File: src/core/frc_consts.vh
// Constants for the floppy rate control and result status block.
`ifndef FRC_CONSTS_VH
`define FRC_CONSTS_VH
`define FRC_ADDR_RATE        16'h03F7
`define FRC_RATE_RESET       2'h2
`define FRC_RATE_LO          1
`define FRC_RATE_HI          0
`define FRC_PRECOMP_BIT      2
`define FRC_MODE_AT          2'h0
`define FRC_MODE_INV         2'h1
`define FRC_MODE_ALT         2'h2
`define FRC_IC_NORMAL        2'h0
`define FRC_IC_ABNORMAL      2'h1
`define FRC_IC_INVALID       2'h2
`define FRC_IC_POLLING       2'h3
`define FRC_RECAL_STEPS      7'h50
`define FRC_INDEX_LIMIT      2'h2
`define FRC_RATE_250K        2'h2
`define FRC_RATE_300K        2'h1
`endif

File: src/core/frc_rate_status.v
// Rate control register, digital input read-back and result status bytes 0 and 1.
`timescale 1ns/1ps
`include "frc_consts.vh"
// Notes on behaviour
// (RULE1) Write-only register at 3F7; bits 1:0 pick data rate, reset to binary 10.
// (RULE2) Host writes zeros into reserved upper bits of the rate register.
// (RULE3) Alternate mode bit 2 stores precomp-off flag, with no other effect.
// (RULE4) In alternate mode the stored flag reads back on status bit 2.
// (RULE5) Precomp-off flag survives both software resets.
// (RULE6) Density pin goes high on hardware reset, ignores software resets.
// (RULE7) Result phase presents status bytes describing the finished command.
// (RULE8) Status 0 bits 7:6 give the termination code.
// (RULE9) Status 0 bit 5 marks a completed seek, relative seek or recalibrate.
// (RULE10) Status 0 bit 4: no track zero after 80 steps, or stepped past zero.
// (RULE11) Status 0 bit 3 is zero, bit 2 head, bits 1:0 drive.
// (RULE12) Status 1 bit 7: past last sector, or data command ended without strobe.
// (RULE13) Status 1 bits 6 and 3 always read zero.
// (RULE14) Status 1 bit 5: CRC error in ID or data field.
// (RULE15) Status 1 bit 4: transfer not serviced in time.
// (RULE16) Status 1 bit 2: sector not found, bad ID read, or wrong sequence.
// (RULE17) Status 1 bit 1: write protect high during a write or format.
// (RULE18) Status 1 bit 0: no ID mark after two index pulses, or no data mark.
// (RULE19) Reads at 3F7 return the read-only digital input register.
// (RULE20) Hardware reset selects 250 Kbps; software resets keep the rate.
// (RULE21) Written rate applies onward and shares the setting with the rate status write.
module frc_rate_status (
    input  wire        clk_sys,
    input  wire        reset,
    input  wire [15:0] io_addr,
    input  wire        io_write,
    input  wire        io_read,
    input  wire [7:0]  io_wdata,
    output reg  [7:0]  io_rdata,
    output wire        io_hit,
    input  wire [1:0]  reg_mode,
    input  wire        rate_status_write,
    input  wire [1:0]  rate_status_value,
    input  wire        soft_reset,
    input  wire        dma_enable_bit,
    input  wire        disk_change_pin,
    output wire [1:0]  data_rate,
    output wire        precomp_off_flag,
    output reg         density_pin_level,
    input  wire        cmd_start,
    input  wire        cmd_end,
    input  wire [1:0]  end_code,
    input  wire        seek_done,
    input  wire        recal_cmd,
    input  wire        step_pulse,
    input  wire        rel_seek_past_zero,
    input  wire        head_sel,
    input  wire [1:0]  drive_index,
    input  wire        track_zero_input,
    input  wire        rotation_pulse_input,
    input  wire        write_protect_input,
    input  wire        write_cmd,
    input  wire        id_search,
    input  wire        id_mark_found,
    input  wire        data_mark_missing,
    input  wire        past_last_sector,
    input  wire        data_cmd_no_strobe,
    input  wire        crc_fault,
    input  wire        service_late,
    input  wire        sector_missing,
    output reg  [7:0]  result_status_0,
    output reg  [7:0]  result_status_1
);

    reg [1:0] rate_sel;
    reg       precomp;
    reg [1:0] track_zero_input_sync;
    reg [1:0] wp_sync;
    reg [1:0] idx_sync;
    reg [1:0] dchg_sync;
    reg       idx_prev;
    reg [6:0] recal_steps;
    reg [1:0] index_seen;
    reg       homing_fault;
    reg       position_complete;
    reg       protected_write_fault;
    reg       id_sync_absent;
    reg       end_of_track;
    reg       crc_seen;
    reg       late_seen;
    reg       missing_seen;
    reg [1:0] next_rate_sel;
    reg       next_precomp;
    reg       next_density_pin;
    reg [6:0] next_recal_steps;
    reg [1:0] next_index_seen;
    reg       next_homing_fault;
    reg       next_position_complete;
    reg       next_protected_write_fault;
    reg       next_id_sync_absent;
    reg       next_end_of_track;
    reg       next_crc_seen;
    reg       next_late_seen;
    reg       next_missing_seen;

    wire rate_hit = (io_addr == `FRC_ADDR_RATE);
    wire rate_wr  = io_write && rate_hit;
    wire idx_rise = idx_sync[1] && !idx_prev;
    wire capture_clear = cmd_start || soft_reset;

    assign io_hit           = rate_hit && (io_write || io_read);
    assign data_rate        = rate_sel;
    assign precomp_off_flag = precomp;

    // Fast rates drive density high in the default mode and low in the two others.
    function dens_level;
        input [1:0] rate;
        input [1:0] mode;
        reg         slow;
        begin
            slow = (rate == `FRC_RATE_250K) || (rate == `FRC_RATE_300K);
            dens_level = (mode == `FRC_MODE_AT) ? !slow : slow;
        end
    endfunction

    // A fresh event beats a clear in the same cycle, so no event is lost at a command edge.
    function capture;
        input old;
        input clear;
        input hit;
        begin
            capture = (old && !clear) || hit;
        end
    endfunction

    always @(posedge clk_sys or posedge reset) begin
        if (reset) begin
            track_zero_input_sync <= 2'h0;
            wp_sync   <= 2'h0;
            idx_sync  <= 2'h0;
            dchg_sync <= 2'h0;
            idx_prev  <= 1'b0;
        end else begin
            track_zero_input_sync <= {track_zero_input_sync[0], track_zero_input};
            wp_sync   <= {wp_sync[0], write_protect_input};
            idx_sync  <= {idx_sync[0], rotation_pulse_input};
            dchg_sync <= {dchg_sync[0], disk_change_pin};
            idx_prev  <= idx_sync[1];
        end
    end

    // An I/O write wins over a rate status write that falls in the same cycle.
    always @* begin
        next_rate_sel    = rate_sel;
        next_precomp     = precomp;
        next_density_pin = density_pin_level;
        // (RULE21) shared rate setting
        if (rate_wr) begin
            next_rate_sel = {io_wdata[`FRC_RATE_LO], io_wdata[`FRC_RATE_HI]};
        end else if (rate_status_write) begin
            next_rate_sel = rate_status_value;
        end
        if (rate_wr || rate_status_write) begin
            next_density_pin = dens_level(next_rate_sel, reg_mode);
        end
        // (RULE3) (RULE5) store flag only
        if (rate_wr && reg_mode == `FRC_MODE_ALT) begin
            next_precomp = io_wdata[`FRC_PRECOMP_BIT];
        end
    end

    // Only the hardware reset touches rate, flag and density pin.
    always @(posedge clk_sys or posedge reset) begin
        if (reset) begin
            // (RULE1) (RULE20) reset rate
            rate_sel          <= `FRC_RATE_RESET;
            precomp           <= 1'b0;
            // (RULE6) density high
            density_pin_level <= 1'b1;
        end else begin
            rate_sel          <= next_rate_sel;
            precomp           <= next_precomp;
            density_pin_level <= next_density_pin;
        end
    end

    // (RULE19) digital input read-back
    always @* begin
        case (reg_mode)
            `FRC_MODE_INV: io_rdata = {!dchg_sync[1], 4'hF, rate_sel,
                                       !dens_level(rate_sel, `FRC_MODE_AT)};
            // (RULE4) flag on bit 2
            `FRC_MODE_ALT: io_rdata = {!dchg_sync[1], 3'h0, dma_enable_bit,
                                       precomp, rate_sel};
            default:       io_rdata = {!dchg_sync[1], 7'h00};
        endcase
        if (!(io_read && rate_hit)) begin
            io_rdata = 8'h00;
        end
    end

    // Counters restart on command start and software reset; they count nothing then.
    always @* begin
        next_recal_steps = recal_steps;
        next_index_seen  = index_seen;
        if (capture_clear) begin
            next_recal_steps = 7'h00;
            next_index_seen  = 2'h0;
        end else begin
            // (RULE10) homing step limit
            if (recal_cmd && step_pulse && !track_zero_input_sync[1] &&
                recal_steps != `FRC_RECAL_STEPS) begin
                next_recal_steps = recal_steps + 7'h01;
            end
            // (RULE18) two index pulses
            if (id_search && id_mark_found) begin
                next_index_seen = 2'h0;
            end else if (id_search && idx_rise && index_seen != `FRC_INDEX_LIMIT) begin
                next_index_seen = index_seen + 2'h1;
            end
        end
    end

    // Captured events; each flag holds until the next clear.
    always @* begin
        // (RULE9) seek end
        next_position_complete = capture(position_complete, capture_clear, seek_done);
        // (RULE10) homing fault
        next_homing_fault = capture(homing_fault, capture_clear,
            (recal_cmd && !track_zero_input_sync[1] && recal_steps == `FRC_RECAL_STEPS)
            || rel_seek_past_zero);
        // (RULE17) write protect fault
        next_protected_write_fault = capture(protected_write_fault, capture_clear,
                                             write_cmd && wp_sync[1]);
        // (RULE18) missing address mark
        next_id_sync_absent = capture(id_sync_absent, capture_clear,
            (id_search && index_seen == `FRC_INDEX_LIMIT) || data_mark_missing);
        // (RULE12) end of track
        next_end_of_track = capture(end_of_track, capture_clear,
                                    past_last_sector || data_cmd_no_strobe);
        // (RULE14) crc fault
        next_crc_seen = capture(crc_seen, capture_clear, crc_fault);
        // (RULE15) service late
        next_late_seen = capture(late_seen, capture_clear, service_late);
        // (RULE16) no data
        next_missing_seen = capture(missing_seen, capture_clear, sector_missing);
    end

    always @(posedge clk_sys or posedge reset) begin
        if (reset) begin
            recal_steps           <= 7'h00;
            index_seen            <= 2'h0;
            homing_fault          <= 1'b0;
            position_complete     <= 1'b0;
            protected_write_fault <= 1'b0;
            id_sync_absent        <= 1'b0;
            end_of_track          <= 1'b0;
            crc_seen              <= 1'b0;
            late_seen             <= 1'b0;
            missing_seen          <= 1'b0;
        end else begin
            recal_steps           <= next_recal_steps;
            index_seen            <= next_index_seen;
            homing_fault          <= next_homing_fault;
            position_complete     <= next_position_complete;
            protected_write_fault <= next_protected_write_fault;
            id_sync_absent        <= next_id_sync_absent;
            end_of_track          <= next_end_of_track;
            crc_seen              <= next_crc_seen;
            late_seen             <= next_late_seen;
            missing_seen          <= next_missing_seen;
        end
    end

    // (RULE7) latch result bytes at command end
    always @(posedge clk_sys or posedge reset) begin
        if (reset) begin
            result_status_0 <= 8'h00;
            result_status_1 <= 8'h00;
        end else if (cmd_end) begin
            // (RULE8) (RULE11) byte 0 layout
            result_status_0 <= {end_code, position_complete || seek_done,
                                homing_fault, 1'b0, head_sel, drive_index};
            // (RULE13) zero bits 6 and 3
            result_status_1 <= {end_of_track || past_last_sector || data_cmd_no_strobe,
                                1'b0, crc_seen || crc_fault, late_seen || service_late,
                                1'b0, missing_seen || sector_missing,
                                protected_write_fault, id_sync_absent};
        end
    end

endmodule // frc_rate_status

File: config.mk
export PLATFORM = sky130hd
export DESIGN_NAME = frc_rate_status
export DESIGN_NICKNAME = d
export VERILOG_FILES = /design/src/core/frc_rate_status.v
export VERILOG_INCLUDE_DIRS = /design/src /design/src/core
export SDC_FILE = /design/constraint.sdc
export NUM_CORES = 1
export LEC_CHECK = 0
export ABC_CLOCK_PERIOD_IN_PS = 3800
export BUFFER_PORTS_ARGS = -buffer_cell sky130_fd_sc_hd__clkbuf_2
export CORE_MARGIN = 2
export CORE_UTILIZATION = 50
export CTS_CLUSTER_SIZE = 28
export DETAILED_ROUTE_END_ITERATION = 10
export GPL_ROUTABILITY_DRIVEN = 0
export PLACE_DENSITY = 0.86
export SYNTH_ARGS = -nofsm -noshare
export SYNTH_HDL_FRONTEND = slang
export SYNTH_SLANG_ARGS = --single-unit
export TNS_END_PERCENT = 1
File: constraint.sdc
create_clock -name clk_sys -period 3.8 [get_ports clk_sys]
set_input_delay 0.19 -clock clk_sys [delete_from_list [all_inputs] [get_ports clk_sys]]
set_output_delay 0.19 -clock clk_sys [all_outputs]
set_load 0.03 [all_outputs]
==> results.cfg <==
[final_layout]
areaGrowthSynthToFinish_pct = 27.7
final.fill_count = 305
antenna_cells = 0
drive_gt1_share_pct = 42.0
layout.nets = 320

[global_route]
antenna_found_initial = 0
grt_max_degree = 44
gr-total-overflow = 0
grt_pass1_vias = 1407
grt_pass1_wl_um = 5880
grt_usage_pct = 17.4

[synth]
synth-async-reset-ratio_pct = 100
synth-xor-area-share_pct = 4.91
yosysMostFrequentCell = dfrtp_1
synth_area_leaders = dfrtp_1 (52%), mux2_2 (5.7%), ha_1 (4.5%)
netlist_area_um2 = 1960
synth_top_family_by_area = simple AND/OR/NAND/NOR gates
synth_adder_area_share_pct = 4.47
ys_seq_area_share_pct = 55.0
ys.flop_type = dfrtp_1
synth_compound_area_share_pct = 7.34
synthCells = 169
synth_seq_cells = 43
synth.area.mux_share_pct = 9.57
synthSimpleGateAreaFrac_pct = 14.3
synth_common_cells = dfrtp_1 (41), nor2_1 (23), mux2_2 (10)
synth_edf_count = 0
yosysWarnings = 0
synth_top_cell_by_area = dfrtp_1
synth_top_area_share_pct = 52.3
synth.distinct_cells = 37
synth.avg_cell_area_um2 = 11.6

[timing]
drv_slew = 0
rsz0062_at_grt = false
relSlewSlack_pct = 54.4
finalCriticalPeriod_ns = 1.99
fin_crit_sh_pct = 52.3
finalHoldViolCount = 33
fin_skew_ns = 0.00188
clock.fmax_mhz = 504
finalSetupTns_ns = 0
fin_ws_ns = 1.81
timing.hold.ws_ns = -0.00983
final-setup-viol-count = 0
worst_slew_pin_slew_ns = 0.682

[run_status]
status = finished with violations
violations = hold timing

[floorplan]
fp.dieW_um = 66.6
initial_core_util_pct = 52.8
dieArea_um2 = 4440
die_h_um = 66.6
placementRows = 22
fp.coreArea_um2 = 3720
io_pins = 88

[clock_tree]
cts_tree = built
clkTransAtPathRegs_ns = 0.07
root_buffer = clkbuf_8
cts-htree-levels = 2
cts_sinks = 43
cts_buffer_depth = 2
ctsResizeCount = 0
clkLatencyLatePin_ns = 0.28
numCtsBuffers = 5

[setup_path]
cp_slowest_cell = or4_4
crit_required_ns = 3.61
crit_path_max_fanout = 5
path_class = input port to output pin
startpoint_type = input port
path_cells = clkbuf_2 -> or4_4 -> nor4_4 -> nand3_1 -> nor2_1 -> clkbuf_2
cp_common_cell = clkbuf_2
cpPeakStageDelay_ns = 0.53
crit_arrival_ns = 1.80
cp-end-kind = output pin
timing.rr.start = recal_steps[0]$_DFFE_PP0P_
r2r_end = recal_steps[0]$_DFFE_PP0P_
worst-r2r-cell-count = 6
rrSetupSlack_ns = 2.24

[power_and_ir_drop]
power_density_nw_per_um2 = 371
leakagePower_uw = 0.00124
irDropWorstVdd_mv = 0.278

[worst_hold_path]
hold_path_class = input port to async pin

[drt]
drt_iter0_markers = 43
first_pass_iters = 4
wl_per_cell_um = 11.7
drc = 0
wl_um = 3540
via_per_inst = 4.91
drtAntennaViolNets = 0
vias = 1487

[placement]
dpl.hpwl_um = 2740
portBuffers = 79
place_ws_ns = 1.78

[flow_run]
cap_violations = 0
[area by class of cell]
class | count | area [um2] | share of cell area [%]
clock inverters | 1 | 5.00 | 0.200
repair buffers | 84 | 443 | 17.7
multi-input cells | 111 | 807 | 32.2
flip-flops and latches | 43 | 1080 | 43.1
inverters | 9 | 33.8 | 1.35
clock buffers | 7 | 76.3 | 3.05
well taps | 48 | 60.1 | 2.40
[state kept, by name, indices dropped and copies added (netlist names), 2 cells and up]
| register | flops |
|---|---|
| data_rate | 2 |
| dchg_sync | 2 |
| idx_sync | 2 |
| index_seen | 2 |
| recal_steps | 7 |
| result_status_0 | 7 |
| result_status_1 | 6 |
| track_zero_input_sync | 2 |
| wp_sync | 2 |
[where the power goes]
group | total [uW] | internal [uW] | switching [uW]
clock | 271 | 129 | 142
sequential | 503 | 488 | 15.3
combinational | 155 | 65.3 | 90.1
total | 929 | 682 | 247
[routing by layer]
| layer | part of all wire [%] | wire length [um] | up-vias | track usage (%) |
|---|---|---|---|---|
| met5 | 0 | 0 | - | 0 |
| met3 | 4.0 | 142 | 5 | 3.55 |
| li1 | - | - | 736 | - |
| met2 | 51 | 1800 | 41 | 30.9 |
| met4 | 0.99 | 35 | 0 | 5.36 |
| met1 | 44 | 1560 | 705 | 21.1 |
[layout by cell type, fill, tap and decap left out, drive strengths merged, types with 7 or more instances in the layout]
cell	instances
mux2	13
a21oi	8
xnor2	9
clkbuf	86
dfrtp	41
inv	8
ha	7
nor2	23
nand2	9
[logic make-up (layout without fill, tap and decap cells)]
| kind of cell | after synthesis | after routing |
|---|---|---|
| AOI/OAI and AO/OA | 22 | 22 |
| xor gates and xnor gates | 11 | 11 |
| adders and majority gates | 7 | 7 |
| buffers and inverters | 17 | 101 |
| DFF | 43 | 43 |
| muxes | 16 | 16 |
| other | 1 | 3 |
| and+or+nand+nor | 52 | 52 |
[worst max-delay path by stage]
stage	start	to	slack [ns]	cells past startpoint
2_1_floorplan	io_addr[10]	io_rdata[0]	1.89	4
3_3_place_gp	io_addr[10]	io_rdata[2]	1.84	6
3_5_place_dp	io_addr[10]	io_rdata[1]	1.78	6
4_1_cts	io_addr[10]	io_rdata[1]	1.78	6
5_1_grt	io_addr[10]	io_rdata[1]	1.66	6
6_report	io_addr[10]	io_rdata[1]	1.81	6
[stage by stage]
stage	power, uW	cells	util, %	area (um2)
4_1_cts	938	302	67.1	2490
2_1_floorplan	608	171	-	1970
3_3_place_gp	661	291	64.1	2380
5_1_grt	978	303	67.4	2500
6_report	929	303	67.4	2500
3_5_place_dp	666	291	64.1	2380
[what timing repair did]
| action | CTS | global route |
|---|---|---|
| hold buffers | 3 | 1 |
| hold endpoints to repair | 3 | 1 |
| buffers inserted | 0 | 0 |
| endpoints found under the setup margin | 0 | 0 |
[worst max-delay path, delay by kind of cell]
family	cells	cell delay, ns
simple gates	4	1.31
buf+inv	2	0.29
No activity file was read; power rests on OpenSTA's default activity.
